### src/pin_strap_pkg.sv
// constants, types and decode helpers of the pin-function and strap block
// assumes a single 50 MHz ref_clk domain and word-wide ahb-lite access
package pin_strap_pkg;

   // ****************************************************************
   // register map
   // ****************************************************************
   localparam logic [7:0] OFS_CTRL  = 8'h00;
   localparam logic [7:0] OFS_KWU   = 8'h04;
   localparam logic [7:0] OFS_WAKE  = 8'h08;
   localparam logic [7:0] OFS_STRAP = 8'h0c;

   localparam int CTRL_FREE  = 0;
   localparam int CTRL_BCLK  = 1;
   localparam int CTRL_STRB  = 2;
   localparam int CTRL_PIPE  = 3;
   localparam int CTRL_I2C   = 4;
   localparam int CTRL_TAG   = 5;
   localparam int CTRL_W     = 6;
   localparam logic [5:0] CTRL_RST = 6'h00;

   // key wakeup enables: port h [7:0], port j bits 7,6,1,0 in [11:8]
   localparam int KWU_W = 12;
   localparam logic [11:0] KWU_RST = 12'h000;

   // wake flags: irq, nmi, then the twelve key wakeup flags
   localparam int WAKE_IRQ  = 0;
   localparam int WAKE_NMI  = 1;
   localparam int WAKE_KEY  = 2;
   localparam int WAKE_W    = 14;
   localparam logic [13:0] WAKE_RST = 14'h0000;

   localparam int STRAP_OSC  = 0;
   localparam int STRAP_MODE = 1;
   localparam int STRAP_ROM  = 4;

   localparam logic OSC_LOOP = 1'b1;
   localparam logic OSC_FULL = 1'b0;

   // bus clock: one ref_clk cycle per half period
   localparam int BCLK_HALF = 1;

   // ****************************************************************
   // types
   // ****************************************************************
   typedef enum logic [2:0] {
      MODE_SPECIAL_SINGLE = 3'b000,
      MODE_EMU_NARROW     = 3'b001,
      MODE_SPECIAL_TEST   = 3'b010,
      MODE_EMU_WIDE       = 3'b011,
      MODE_NORMAL_SINGLE  = 3'b100,
      MODE_NORMAL_NARROW  = 3'b101,
      MODE_PERIPH_TEST    = 3'b110,
      MODE_NORMAL_WIDE    = 3'b111
   } mode_t;

   typedef struct packed {
      logic [7:0] a;
      logic [7:0] b;
      logic [7:0] e;
      logic [7:0] h;
      logic [7:0] j;
      logic [7:0] k;
   } pins_in_t;

   typedef struct packed {
      logic [7:0] a_o;
      logic [7:0] a_oe;
      logic [7:0] b_o;
      logic [7:0] b_oe;
      logic [7:0] e_o;
      logic [7:0] e_oe;
      logic [7:0] j_o;
      logic [7:0] j_oe;
      logic [7:0] k_o;
      logic [7:0] k_oe;
   } pins_out_t;

   typedef struct packed {
      logic [19:0] addr;
      logic [15:0] wdata;
      logic        addr_phase;
      logic        write;
      logic        low_strobe_n;
      logic        free_cycle;
      logic        chip_sel_n;
      logic [1:0]  queue_track;
   } ext_bus_t;

   // ****************************************************************
   // decode helpers
   // ****************************************************************
   function automatic logic is_expanded(input mode_t m);
      return m == MODE_EMU_NARROW || m == MODE_EMU_WIDE ||
             m == MODE_NORMAL_NARROW || m == MODE_NORMAL_WIDE;
   endfunction

   function automatic logic rom_reset(input mode_t m, input logic strap);
      logic r;
      r = 1'b0;
      unique case (m)
         MODE_NORMAL_NARROW,
         MODE_NORMAL_WIDE:    r = strap;
         MODE_SPECIAL_SINGLE,
         MODE_NORMAL_SINGLE,
         MODE_PERIPH_TEST:    r = 1'b1;
         MODE_EMU_NARROW,
         MODE_EMU_WIDE,
         MODE_SPECIAL_TEST:   r = 1'b0;
      endcase
      return r;
   endfunction

endpackage

### src/pin_function_strap_latch.sv
// pin function multiplexer with reset strap capture and wakeup sources
// assumes pins are resolved outside from o/oe; ahb-lite single slave
//
// The AHB-Lite slave port and the register addresses were decided locally.
`timescale 1ns/1ps
//
// Function
// - capture oscillator select strap once at reset release
// - strap 1 picks loop oscillator, 0 full swing or external clock
// - pull-up during reset makes a floating strap select loop oscillator
// - port e bit 6 level latched into mode strap b at release
// - port e bit 5 level latched into mode strap a at release
// - normal expanded modes take rom enable from port k bit 7 strap
// - other modes give rom enable fixed 1 or 0 per mode
// - expanded modes show free bus cycles on port e bit 7 when enabled
// - bus clock driven on port e bit 4 when enabled
// - expanded modes drive low byte strobe on port e bit 3 when enabled and tagging is off
// - expanded modes drive read/write on port e bit 2
// - maskable interrupt input accepted asynchronously, wakes from stop
// - non-maskable interrupt input accepted asynchronously, also wakes
// - enabled key wakeup pins of ports h and j raise wake interrupt
// - expanded modes put low address/data byte on port b
// - expanded modes put address bits 19 to 14 on port k 5:0
// - expanded modes use port k bit 7 as emulation chip select
// - port e bits 6 and 5 output queue tracking 1 and 0 when enabled
// - port j 7/6 select network tx/rx or i2c clock/data
// - expanded modes put high address/data byte on port a
module pin_function_strap_latch (
   input  wire logic                  ref_clk,
   input  wire logic                  nrst,
   input  wire logic                  hsel,
   input  wire logic [31:0]           haddr,
   input  wire logic [1:0]            htrans,
   input  wire logic                  hwrite,
   input  wire logic [2:0]            hsize,
   input  wire logic [31:0]           hwdata,
   input  wire logic                  hready,
   output logic                       hreadyout,
   output logic                       hresp,
   output logic [31:0]                hrdata,
   input  wire pin_strap_pkg::pins_in_t  pins_in,
   input  wire logic                  mode_strap_c_pin,
   input  wire logic                  maskable_irq_n_pin,
   input  wire logic                  nonmaskable_irq_n_pin,
   output pin_strap_pkg::pins_out_t   pins_out,
   input  wire pin_strap_pkg::pins_out_t  gpio,
   input  wire pin_strap_pkg::ext_bus_t   bus,
   output logic [15:0]                bus_rdata,
   input  wire logic                  net_tx,
   output logic                       net_rx,
   input  wire logic                  i2c_scl_low,
   input  wire logic                  i2c_sda_low,
   output logic                       i2c_scl_in,
   output logic                       i2c_sda_in,
   output logic                       tag_low_half,
   output logic                       strap_pullup_en,
   output logic                       osc_select_strap,
   output pin_strap_pkg::mode_t       op_mode,
   output logic                       rom_enable_bit,
   output logic                       maskable_irq_in,
   output logic                       nonmaskable_irq_in,
   output logic                       key_wakeup_irq,
   output logic                       wake_req
);

   // ****************************************************************
   // pin synchronisers
   // ****************************************************************
   localparam int SW = $bits(pin_strap_pkg::pins_in_t) + 3;

   logic [SW-1:0]           sync_q;
   pin_strap_pkg::pins_in_t pin_s;
   logic                    modc_s;
   logic                    irq_n_s;
   logic                    nmi_n_s;

   sync2 #(.W(SW)) u_sync (
      .ref_clk (ref_clk),
      .d       ({pins_in, mode_strap_c_pin, maskable_irq_n_pin,
                 nonmaskable_irq_n_pin}),
      .q       (sync_q)
   );

   assign pin_s    = sync_q[SW-1:3];
   assign modc_s   = sync_q[2];
   assign irq_n_s  = sync_q[1];
   assign nmi_n_s  = sync_q[0];

   // ****************************************************************
   // strap capture at reset release
   // ****************************************************************
   logic                 in_reset_reg;
   logic                 osc_reg;
   pin_strap_pkg::mode_t mode_reg;
   logic                 rom_reg;
   logic                 capture;
   logic                 expanded;

   assign capture  = nrst && in_reset_reg;
   assign expanded = pin_strap_pkg::is_expanded(mode_reg) && !in_reset_reg;

   always_ff @(posedge ref_clk) begin
      if (!nrst) begin
         in_reset_reg <= 1'b1;
      end else begin
         in_reset_reg <= 1'b0;
      end
   end

   // pins float to the pull-up while nothing drives them in reset
   assign strap_pullup_en = in_reset_reg;

   always_ff @(posedge ref_clk) begin
      if (!nrst) begin
         osc_reg <= pin_strap_pkg::OSC_LOOP;
      end else if (capture) begin
         osc_reg <= pin_s.e[7];
      end
   end

   always_ff @(posedge ref_clk) begin
      if (!nrst) begin
         mode_reg <= pin_strap_pkg::MODE_SPECIAL_SINGLE;
      end else if (capture) begin
         mode_reg <= pin_strap_pkg::mode_t'({modc_s, pin_s.e[6],
                                             pin_s.e[5]});
      end
   end

   always_ff @(posedge ref_clk) begin
      if (!nrst) begin
         rom_reg <= 1'b0;
      end else if (capture) begin
         rom_reg <= pin_strap_pkg::rom_reset(
            pin_strap_pkg::mode_t'({modc_s, pin_s.e[6], pin_s.e[5]}),
            pin_s.k[7]);
      end
   end

   assign osc_select_strap = osc_reg;
   assign op_mode          = mode_reg;
   assign rom_enable_bit   = rom_reg;

   // ****************************************************************
   // register bus
   // ****************************************************************
   logic [pin_strap_pkg::CTRL_W-1:0] ctrl_reg;
   logic [pin_strap_pkg::KWU_W-1:0]  kwu_reg;
   logic [pin_strap_pkg::WAKE_W-1:0] wake_reg;
   logic                             wr_pend_reg;
   logic [7:0]                       wr_ofs_reg;
   logic                             acc;
   logic [31:0]                      rd_next;

   assign acc       = hsel && hready && htrans[1];
   assign hreadyout = 1'b1;
   assign hresp     = 1'b0;

   always_ff @(posedge ref_clk) begin
      if (!nrst) begin
         wr_pend_reg <= 1'b0;
         wr_ofs_reg  <= 8'h00;
      end else begin
         wr_pend_reg <= acc && hwrite;
         wr_ofs_reg  <= haddr[7:0];
      end
   end

   // unmapped offsets read zero and drop writes
   always_comb begin
      rd_next = 32'h0000_0000;
      unique case (haddr[7:0])
         pin_strap_pkg::OFS_CTRL:  rd_next[5:0]  = ctrl_reg;
         pin_strap_pkg::OFS_KWU:   rd_next[11:0] = kwu_reg;
         pin_strap_pkg::OFS_WAKE:  rd_next[13:0] = wake_reg;
         pin_strap_pkg::OFS_STRAP: rd_next[4:0]  = {rom_reg, mode_reg,
                                                   osc_reg};
         default:                  rd_next = 32'h0000_0000;
      endcase
   end

   always_ff @(posedge ref_clk) begin
      if (!nrst) begin
         hrdata <= 32'h0000_0000;
      end else if (acc && !hwrite) begin
         hrdata <= rd_next;
      end
   end

   always_ff @(posedge ref_clk) begin
      if (!nrst) begin
         ctrl_reg <= pin_strap_pkg::CTRL_RST;
      end else if (wr_pend_reg && wr_ofs_reg == pin_strap_pkg::OFS_CTRL) begin
         ctrl_reg <= hwdata[5:0];
      end
   end

   always_ff @(posedge ref_clk) begin
      if (!nrst) begin
         kwu_reg <= pin_strap_pkg::KWU_RST;
      end else if (wr_pend_reg && wr_ofs_reg == pin_strap_pkg::OFS_KWU) begin
         kwu_reg <= hwdata[11:0];
      end
   end

   // ****************************************************************
   // wakeup sources
   // ****************************************************************
   logic [11:0] key_lvl;
   logic [11:0] key_prev_reg;
   logic [11:0] key_fall;
   logic [13:0] wake_set;
   logic [13:0] wake_clr;

   assign key_lvl  = {pin_s.j[7:6], pin_s.j[1:0], pin_s.h};
   assign key_fall = key_prev_reg & ~key_lvl & kwu_reg;
   assign wake_set = {key_fall, ~nmi_n_s, ~irq_n_s};
   assign wake_clr = (wr_pend_reg && wr_ofs_reg == pin_strap_pkg::OFS_WAKE)
                     ? hwdata[13:0] : 14'h0000;

   always_ff @(posedge ref_clk) begin
      if (!nrst) begin
         key_prev_reg <= 12'hfff;
      end else begin
         key_prev_reg <= key_lvl;
      end
   end

   // a new event beats a write-one-to-clear in the same cycle
   always_ff @(posedge ref_clk) begin
      if (!nrst) begin
         wake_reg <= pin_strap_pkg::WAKE_RST;
      end else begin
         wake_reg <= (wake_reg & ~wake_clr) | wake_set;
      end
   end

   assign maskable_irq_in    = ~irq_n_s;
   assign nonmaskable_irq_in = ~nmi_n_s;
   assign key_wakeup_irq     = |wake_reg[13:2];
   // level inputs wake directly so a held request is never missed
   assign wake_req = ~irq_n_s | ~nmi_n_s | key_wakeup_irq;

   // ****************************************************************
   // bus clock divider
   // ****************************************************************
   logic bclk_reg;

   always_ff @(posedge ref_clk) begin
      if (!nrst) begin
         bclk_reg <= 1'b0;
      end else begin
         bclk_reg <= ~bclk_reg;
      end
   end

   // ****************************************************************
   // pin multiplexer
   // ****************************************************************
   pin_strap_pkg::pins_out_t po_next;
   logic                     i2c_mode;
   logic                     tagging;

   assign i2c_mode = ctrl_reg[pin_strap_pkg::CTRL_I2C];
   assign tagging  = ctrl_reg[pin_strap_pkg::CTRL_TAG];

   always_comb begin
      po_next = gpio;
      if (expanded) begin
         po_next.a_oe = 8'hff;
         po_next.b_oe = 8'hff;
         if (bus.addr_phase) begin
            po_next.a_o = bus.addr[15:8];
            po_next.b_o = bus.addr[7:0];
         end else begin
            po_next.a_o = bus.wdata[15:8];
            po_next.b_o = bus.wdata[7:0];
            po_next.a_oe = {8{bus.write}};
            po_next.b_oe = {8{bus.write}};
         end
         po_next.k_o[5:0]  = bus.addr[19:14];
         po_next.k_oe[5:0] = 6'h3f;
         po_next.k_o[7]    = bus.chip_sel_n;
         po_next.k_oe[7]   = 1'b1;
         po_next.e_o[2]    = ~bus.write;
         po_next.e_oe[2]   = 1'b1;
         if (ctrl_reg[pin_strap_pkg::CTRL_FREE]) begin
            po_next.e_o[7]  = bus.free_cycle;
            po_next.e_oe[7] = 1'b1;
         end
         if (tagging) begin
            po_next.e_oe[3] = 1'b0;
         end else if (ctrl_reg[pin_strap_pkg::CTRL_STRB]) begin
            po_next.e_o[3]  = bus.low_strobe_n;
            po_next.e_oe[3] = 1'b1;
         end
      end
      if (ctrl_reg[pin_strap_pkg::CTRL_PIPE]) begin
         po_next.e_o[6:5]  = bus.queue_track;
         po_next.e_oe[6:5] = 2'b11;
      end
      if (ctrl_reg[pin_strap_pkg::CTRL_BCLK]) begin
         po_next.e_o[4]  = bclk_reg;
         po_next.e_oe[4] = 1'b1;
      end
      po_next.e_oe[1:0] = 2'b00;
      if (i2c_mode) begin
         po_next.j_o[7:6]  = 2'b00;
         po_next.j_oe[7:6] = {i2c_scl_low, i2c_sda_low};
      end else begin
         po_next.j_o[7]  = net_tx;
         po_next.j_oe[7] = 1'b1;
         po_next.j_oe[6] = 1'b0;
      end
   end

   // nothing is driven during reset so every strap pin reads its level
   always_ff @(posedge ref_clk) begin
      if (!nrst) begin
         pins_out <= '0;
      end else if (in_reset_reg) begin
         pins_out <= '0;
      end else begin
         pins_out <= po_next;
      end
   end

   // ****************************************************************
   // inputs back to the core
   // ****************************************************************
   always_ff @(posedge ref_clk) begin
      if (!nrst) begin
         bus_rdata    <= 16'h0000;
         net_rx       <= 1'b1;
         i2c_scl_in   <= 1'b1;
         i2c_sda_in   <= 1'b1;
         tag_low_half <= 1'b0;
      end else begin
         bus_rdata    <= {pin_s.a, pin_s.b};
         net_rx       <= i2c_mode ? 1'b1 : pin_s.j[6];
         i2c_scl_in   <= i2c_mode ? pin_s.j[7] : 1'b1;
         i2c_sda_in   <= i2c_mode ? pin_s.j[6] : 1'b1;
         tag_low_half <= expanded && tagging && !pin_s.e[3];
      end
   end

   // ****************************************************************
   // checks
   // ****************************************************************
   a_osc_capture: assert property (@(posedge ref_clk)
      disable iff (!nrst) capture |=> osc_reg == $past(pin_s.e[7]))
      else $error("oscillator strap not captured");
   a_osc_default: assert property (@(posedge ref_clk)
      !nrst |=> osc_reg == pin_strap_pkg::OSC_LOOP)
      else $error("oscillator strap reset default wrong");
   a_mode_capture: assert property (@(posedge ref_clk)
      disable iff (!nrst) capture |=> mode_reg[1:0] == $past(pin_s.e[6:5]))
      else $error("mode straps not captured");
   a_strap_hold: assert property (@(posedge ref_clk)
      disable iff (!nrst) !capture |=> $stable({mode_reg, osc_reg, rom_reg}))
      else $error("strap changed outside reset release");
   a_rom_fixed: assert property (@(posedge ref_clk)
      disable iff (!nrst) capture && {modc_s, pin_s.e[6:5]} == 3'b000
      |=> rom_reg)
      else $error("rom enable default wrong");
   a_port_k_addr: assert property (@(posedge ref_clk)
      disable iff (!nrst) expanded ##1 !in_reset_reg
      |-> pins_out.k_o[5:0] == $past(bus.addr[19:14]))
      else $error("expanded address missing on port k");
   a_rw_drive: assert property (@(posedge ref_clk)
      disable iff (!nrst) expanded |=> pins_out.e_oe[2]
                   && pins_out.e_o[2] == !$past(bus.write))
      else $error("read/write not driven");
   a_key_wake: assert property (@(posedge ref_clk)
      disable iff (!nrst) |key_fall |=> key_wakeup_irq && wake_req)
      else $error("key wakeup lost");
   a_nmi_wake: assert property (@(posedge ref_clk)
      disable iff (!nrst) !nmi_n_s |=> wake_reg[pin_strap_pkg::WAKE_NMI])
      else $error("non-maskable request not flagged");
   a_bclk_out: assert property (@(posedge ref_clk)
      disable iff (!nrst) ctrl_reg[pin_strap_pkg::CTRL_BCLK] && !in_reset_reg
      |=> pins_out.e_oe[4] && pins_out.e_o[4] == $past(bclk_reg))
      else $error("bus clock not on port e bit 4");

endmodule

### src/sync2.sv
// two-stage synchroniser for a vector of unrelated levels
// assumes each bit is sampled on its own; no bus coherence is given
`timescale 1ns/1ps
module sync2 #(
   parameter int W = 1
) (
   input  wire logic         ref_clk,
   input  wire logic [W-1:0] d,
   output logic      [W-1:0] q
);

   // ****************************************************************
   // stages
   // ****************************************************************
   // no reset: straps must keep flowing through while nrst is low
   logic [W-1:0] meta_reg;

   always_ff @(posedge ref_clk) begin
      meta_reg <= d;
   end

   always_ff @(posedge ref_clk) begin
      q <= meta_reg;
   end

endmodule
### config.mk
export PLATFORM = sky130hd
export DESIGN_NAME = pin_function_strap_latch
export DESIGN_NICKNAME = d
export VERILOG_FILES = /design/src/pin_strap_pkg.sv /design/src/pin_function_strap_latch.sv /design/src/sync2.sv
export SDC_FILE = /design/constraint.sdc
export NUM_CORES = 1
export LEC_CHECK = 0
export BUFFER_PORTS_ARGS = -buffer_cell sky130_fd_sc_hd__buf_2
export CAP_MARGIN = 20
export CELL_PAD_IN_SITES_DETAIL_PLACEMENT = 1
export CELL_PAD_IN_SITES_GLOBAL_PLACEMENT = 1
export CORE_MARGIN = 10
export CORE_UTILIZATION = 25
export CTS_CLUSTER_DIAMETER = 30
export DETAILED_ROUTE_END_ITERATION = 12
export PLACE_DENSITY_LB_ADDON = 0.15
export SKIP_LAST_GASP = 1
export SLEW_MARGIN = 25
export SYNTH_ARGS = -nofsm -noshare
export SYNTH_HDL_FRONTEND = slang
export SYNTH_SLANG_ARGS = --single-unit
### constraint.sdc
create_clock -name ref_clk -period 1.25 [get_ports ref_clk]
set_input_delay 0.0625 -clock ref_clk [delete_from_list [all_inputs] [get_ports ref_clk]]
set_output_delay 0.0625 -clock ref_clk [all_outputs]
set_load 0.02 [all_outputs]
==> summary.txt, run 1 <==
CP Max Fanout -> 2
share of cells above drive strength 1 -> 39.1%
fin crit share -> 159%
GRT overflow -> 0
largest net degree at the start of global routing -> 39
CTS clk-pin slew, worst paths -> 0.05 ns
status -> complete, but fails checks
Critical Path Sink Type -> primary output
clk root buf -> clkbuf_16
# DRC -> 0
Rows -> 64
Die W -> 196 um
Iteration-0 DRC Markers -> 180
Longest Clk Path Bufs -> 3
Worst-Skew Late Latency -> 0.54 ns
Total Routing Usage GR -> 16.6%
Tmin final -> 1.99 ns
Max Clock Skew -> 0.0192 ns
CP max-delay cell -> or3_4
Pwr Total -> 27.3 mW
total leakage power -> 6.81 nW
Post-Syn Area per Cell -> 10.9 um2
Placer Congestion -> 0.739
P per Cell Area -> 1890 mW/mm2
I/O Pins -> 395
total CTS buffers -> 67
Worst Hold Class -> in -> reg
Critical Path Start Type -> flip-flop
RSZ-0062 raised after global routing -> true
htree depth -> 3
vias -> 7341
Seq/Total Area, Yosys -> 63.0%
violated checks -> setup timing
antenna violations before repair -> 0
number of global-route vias before repair -> 8229
die area -> 0.0384 mm2
first-pass GRT wire length -> 50300 um
CTS sink cnt -> 244
maxcap violations -> 0
Synth cell types -> 44
drt first pass iters -> 6
Die Y -> 196 um
Worst VDD drop -> 0.00141 V
Hold Fails Final Rpt -> 0
final setup fails -> 34
Netlist Area Pre-Place -> 0.00775 mm2
Area growth syn-to-layout -> 86.9%
Largest register FFs -> 78
CP Data Required Time -> 1.19 ns
Final HPWL DP -> 21800 um
core region area -> 0.0306 mm2
critical path type -> reg -> out
wire per inst -> 18.9 um
warnings from Yosys -> 0
Synth Instances -> 710
post-DR vias/cell -> 4.24
CTS tree -> done
max-slew violation count -> 0
Layout Nets -> 1537
CP max stage delay -> 0.35 ns
WL final -> 32800 um
antenna viol nets, final -> 0
post-route setup slack -> -0.739 ns
FF+latch count, synth -> 244
Initial Util -> 25.3%
top cell family by delay on the critical path -> simple AND/OR/NAND/NOR gates
TNS Setup -> -3.61 ns
Max Freq -> 503 MHz
cells along the critical path -> nor4_4, buf_4, nand3_4, or3_4, buf_6
Arr. time, crit path -> 1.93 ns
number of buffers and inverters on the critical path -> 2
ANT cells -> 0
# port buffers -> 306
cells in the mapped netlist:
| cell | count | area [um2] |
|---|---|---|
| inv_1 | 23 | 86.3 |
| nand3_2 | 1 | 10.0 |
| and3_1 | 17 | 106 |
| o32ai_1 | 6 | 52.6 |
| o21a_1 | 2 | 15.0 |
| nand4_1 | 7 | 43.8 |
| nand3_1 | 17 | 85.1 |
| buf_2 | 14 | 70.1 |
| mux4_2 | 5 | 113 |
| clkbuf_1 | 21 | 78.8 |
| nand4b_1 | 1 | 8.76 |
| or3_1 | 2 | 12.5 |
| nand2_1 | 70 | 263 |
| o21ai_2 | 1 | 8.76 |
| and2_1 | 25 | 156 |
| nand3b_1 | 1 | 7.51 |
| buf_1 | 4 | 15.0 |
| nor4bb_1 | 1 | 10.0 |
| nor4_4 | 2 | 42.5 |
| conb_1 | 2 | 7.51 |
| o211ai_1 | 6 | 45.0 |
| nor3b_1 | 4 | 30.0 |
| nor2b_1 | 3 | 18.8 |
| nand4_2 | 1 | 12.5 |
| buf_6 | 1 | 11.3 |
| and4_1 | 10 | 87.6 |
| clkbuf_2 | 2 | 10.0 |
| a41oi_1 | 4 | 35.0 |
| o22ai_1 | 4 | 25.0 |
| nor3_1 | 1 | 5.00 |
| nor4_1 | 3 | 18.8 |
| a211oi_1 | 16 | 120 |
| mux2i_1 | 50 | 500 |
| a221oi_1 | 1 | 8.76 |
| nor2_1 | 59 | 221 |
| dfxtp_1 | 244 | 4880 |
| a31o_2 | 2 | 17.5 |
| a21oi_1 | 21 | 105 |
| o21ai_0 | 11 | 55.1 |
| nor4b_1 | 1 | 8.76 |
| and4b_1 | 7 | 70.1 |
| nand2b_1 | 11 | 68.8 |
| buf_4 | 24 | 180 |
| and3b_1 | 2 | 17.5 |
through the flow:
| stage | util (%) | worst slack (ns) | cells | hold slack (ns) | cell area (um2) |
|---|---|---|---|---|---|
| after floorplan | - | -0.0442 | 730 | 0.0902 | 7870 |
| after global placement | 32.7 | -0.358 | 1417 | 0.165 | 9990 |
| after detailed placement | 32.7 | -0.346 | 1417 | 0.166 | 9990 |
| after CTS | 47.1 | -0.752 | 1732 | 0.0456 | 14400 |
| after global routing | 47.4 | -0.810 | 1733 | 0.0724 | 14500 |
| final | 47.4 | -0.739 | 1733 | 0.0623 | 14500 |
layout make-up:
type                       instances  area, um2
clock buffer                      90       1950
clock inverter                    30        357
fill                            3352      16100
inverter                          23       86.3
multi-input combinational        397       2630
sequential                       244       4900
tap                              396        495
timing repair buffer             553       4080
kinds of logic (layout without fill, tap and decap cells):
| kind of cell | Yosys count | in the layout | share of synthesized area [%] |
|---|---|---|---|
| AND/OR/NAND/NOR | 246 | 246 | 16.8 |
| flip-flops | 244 | 244 | 63.0 |
| buffers and inverters | 89 | 696 | 5.83 |
| AO/OA/AOI/OAI | 74 | 74 | 6.30 |
| multiplexers | 55 | 55 | 7.91 |
| other | 2 | 22 | 0.0969 |
path summary, 6_finish.rpt:
path,endpoint,slack [ns],from,cells past startpoint
setup reg to reg,ctrl_reg[0]$_SDFFE_PN0P_,-0.15,wr_ofs_reg[4]$_SDFF_PN0_,5
hold reg to reg,u_sync.q[21]$_DFF_P_,0.32,u_sync.meta_reg[21]$_DFF_P_,0
setup / recovery,wake_req,-0.74,wake_reg[6]$_SDFF_PN0_,5
hold / removal,osc_select_strap$_SDFFE_PN1P_,0.06,nrst,3
layout by cell type, fill, tap and decap left out, types with 4 or more instances in the layout:
cell,Yosys,layout
clkbuf_1,21,8
clkinv_4,0,8
inv_1,23,22
a211oi_1,16,12
clkbuf_8,0,12
bufinv_16,0,5
dfxtp_1,244,238
a211oi_2,0,4
dfxtp_2,0,4
and4b_1,7,6
and2_1,25,24
nand2b_1,11,11
buf_12,0,8
mux2i_1,50,50
o21ai_0,11,9
clkinv_2,0,8
dlygate4sd3_1,0,182
o22ai_1,4,4
and4_1,10,10
a41oi_2,0,4
clkbuf_16,0,70
mux4_2,5,5
nand3_1,17,16
buf_6,1,9
conb_1,2,22
o211ai_1,6,6
and3_1,17,17
o32ai_1,6,6
buf_4,24,53
nor2_1,59,59
nand4_1,7,7
a21oi_1,21,21
buf_2,14,297
nand2_1,70,69
worst register-to-register path, cell delays in order, from the launching register on:
cell     delay [ns]
dfxtp_2        0.33
nor4_4         0.29
buf_6          0.18
and3b_2        0.22
buf_12         0.13
mux2i_1        0.17
report_power, final:
| group | switching [mW] | total (mW) | leakage [nW] | internal [mW] |
|---|---|---|---|---|
| clock network | 5.12 | 17.1 | 1.13 | 11.9 |
| logic | 0.987 | 2.02 | 3.66 | 1.03 |
| registers | 0.102 | 8.23 | 2.02 | 8.13 |
timing repair:
action | 4_1_cts | 5_1_grt
gates cloned | 4 | 0
hold endpoints to repair | 154 | 0
gates resized for setup | 32 | 18
setup buffers | 9 | 4
setup endpoints to repair | 38 | 56
pin swaps | 9 | 12
hold buffers | 182 | 0
routing by layer:
layer  GRT usage (%)  routed length, um
met1            19.2              13700
met2            28.5              16200
met3            5.29               2460
met4            5.12                518
met5               0                  0
Power figures use the tool's default switching activity.
==> run 2: changes to the inputs <==
--- a/config.mk
+++ b/config.mk
@@ -11,6 +11,7 @@
 export CELL_PAD_IN_SITES_GLOBAL_PLACEMENT = 1
 export CORE_MARGIN = 10
 export CORE_UTILIZATION = 25
+export CTS_BUF_LIST = sky130_fd_sc_hd__clkbuf_8
 export CTS_CLUSTER_DIAMETER = 30
 export DETAILED_ROUTE_END_ITERATION = 12
 export PLACE_DENSITY_LB_ADDON = 0.15
==> summary.txt, run 2 (same netlist as run 1, synthesis figures left out) <==
CTS tree -> done
Tmin final -> 1.99 ns (-0.00195 ns)
hold path depth -> 3 (unchanged)
worst reg-to-reg setup slack -> -0.21 ns (-0.06 ns)
Hold Path End -> rom_enable_bit$_SDFFE_PN0P_
GR Layer Usage met3 -> 5.47% (+0.19 points)
Critical Path Sink Type -> primary output
first-pass GRT wire length -> 49600 um (-1.4%)
Initial Util -> 25.3% (unchanged)
ANT cells -> 0 (unchanged)
# DRC -> 0 (unchanged)
RSZ-0062 raised after global routing -> true
Finished Cell Area -> 0.0138 mm2 (-4.6%)
Critical Path Start Type -> flip-flop
most common cell after layout, fill and taps aside -> buf_2
vias -> 7366 (+0.34%)
htree depth -> 3 (unchanged)
Arr. time, crit path -> 1.92 ns (about the same)
violated checks -> setup timing
R2R depth -> 7 (+2)
CP Data Required Time -> 1.19 ns (about the same)
Final HPWL DP -> 21800 um (unchanged)
commonest cells after routing, fill and taps aside -> 297 x buf_2, 230 x dfxtp_1, 182 x dlygate4sd3_1
Iteration-0 DRC Markers -> 163 (-9.4%)
share of cells above drive strength 1 -> 39.9% (+0.73 points)
Reg-to-Reg End -> kwu_reg[2]$_SDFFE_PN0P_
reg2reg start -> wr_ofs_reg[4]$_SDFF_PN0_
GR Util met1 -> 18.6% (-0.62 points)
number of global-route vias before repair -> 8254 (+0.30%)
CTS clk-pin slew, worst paths -> 0.06 ns (about the same)
post-route setup slack -> -0.737 ns (+0.00195 ns)
Worst-Skew Late Latency -> 0.57 ns (+0.03 ns)
met2 usage -> 28.4% (-0.11 points)
Worst Hold Class -> in -> reg
largest net degree at the start of global routing -> 39 (unchanged)
CP Max Fanout -> 2 (unchanged)
Max Clock Skew -> 0.0334 ns (+0.0143 ns)
hold path startpoint -> nrst
P per Cell Area -> 1600 mW/mm2 (-15%)
CTS sink cnt -> 244 (unchanged)
Max Freq -> 503 MHz (about the same)
Rows -> 64 (unchanged)
antenna violations before repair -> 0 (unchanged)
number of fill cells -> 3381 (+0.87%)
fin crit share -> 159% (about the same)
Area growth syn-to-layout -> 78.4%
final setup fails -> 34 (unchanged)
Worst VDD drop -> 0.000878 V (-38%)
Most Crowded Layer GR -> met2
core region area -> 0.0306 mm2 (unchanged)
wire per inst -> 18.8 um (-0.63%)
Hold Fails Final Rpt -> 0 (unchanged)
I/O Pins -> 395 (unchanged)
antenna viol nets, final -> 0 (unchanged)
Die Y -> 196 um (unchanged)
clk root buf -> clkbuf_8
total CTS buffers -> 68 (+1.5%)
Total Routing Usage GR -> 16.4% (-0.16 points)
maxcap violations -> 0 (unchanged)
Largest register FFs -> 78 (unchanged)
total leakage power -> 6.53 nW (-4.0%)
critical path type -> reg -> out
Layout Nets -> 1539 (+0.13%)
Longest Clk Path Bufs -> 3 (unchanged)
GRT overflow -> 0 (unchanged)
WL final -> 32700 um (-0.46%)
drt first pass iters -> 4 (-2)
TNS Setup -> -6.19 ns (-2.58 ns)
# port buffers -> 306 (unchanged)
status -> complete, but fails checks
Placer Congestion -> 0.739 (unchanged)
max-slew violation count -> 0 (unchanged)
post-DR vias/cell -> 4.24 (+0.17%)
Die W -> 196 um (unchanged)
Post-DP Area -> 0.00999 mm2 (unchanged)
die area -> 0.0384 mm2 (unchanged)
-- run 2: worst max-delay path by stage --
stage                                   startpoint                      end  slack, ns  depth (start not counted)
after floorplan           wr_ofs_reg[4]$_SDFF_PN0_  wake_reg[12]$_SDFF_PN0_      -0.04                          4
after global routing        wake_reg[9]$_SDFF_PN0_                 wake_req      -0.84                          5
after CTS                   wake_reg[6]$_SDFF_PN0_                 wake_req      -0.84                          5
final                       wake_reg[9]$_SDFF_PN0_                 wake_req      -0.74                          5
after global placement      wake_reg[9]$_SDFF_PN0_                 wake_req      -0.36                          5
after detailed placement    wake_reg[9]$_SDFF_PN0_                 wake_req      -0.35                          5
-- run 2: metal layers --
layer  vias up  share of wire (%)
li1       3545                  -
met5         -                  0
met1      3494                 41
met2       286                 49
met4         0                1.5
met3        41                7.8
-- run 2: cell type report --
| cell class | count | area [um2] | share of cell area, % |
|---|---|---|---|
| flip-flops and latches | 244 | 4910 | 35.5 |
| multi-input cells | 397 | 2660 | 19.2 |
| well taps | 396 | 495 | 3.58 |
| repair buffers | 554 | 4120 | 29.8 |
| clock buffers | 85 | 1170 | 8.46 |
| inverters | 23 | 86.3 | 0.624 |
| clock inverters | 37 | 389 | 2.81 |
-- run 2: where the power goes --
part	total, mW	leakage [nW]	switching, mW	internal (mW)
logic	2.06	3.68	1.00	1.06
registers	8.22	2.02	0.104	8.12
clock network	11.8	0.833	4.20	7.63
total	22.1	6.53	5.30	16.8
-- run 2: metrics by stage --
| stage | utilization, % | power [mW] | std cells | worst slack, ns | hold slack [ns] |
|---|---|---|---|---|---|
| after floorplan | - | 9.09 | 730 | -0.0442 | 0.0902 |
| after global placement | 32.7 | 9.75 | 1417 | -0.358 | 0.165 |
| after detailed placement | 32.7 | 9.77 | 1417 | -0.346 | 0.166 |
| after CTS | 44.9 | 22.5 | 1735 | -0.841 | 0.000676 |
| after global routing | 45.2 | 23.2 | 1736 | -0.835 | 0.0299 |
| final | 45.2 | 22.1 | 1736 | -0.737 | 0.0425 |
-- run 2: critical path, stage by stage, from the launching register on --
cell     delay (ns)
dfxtp_2        0.33
nor4_4         0.29
buf_4          0.16
nand3_4        0.08
or3_4          0.35
buf_6          0.14
-- run 2: repair_timing --
item | 4_1_cts | 5_1_grt
resized for setup | 50 | 25
setup endpoints to repair | 42 | 63
cloned | 5 | 0
pin swaps | 11 | 12
buffers inserted | 10 | 3
hold buffers | 182 | 0
endpoints found under the hold margin | 165 | 0
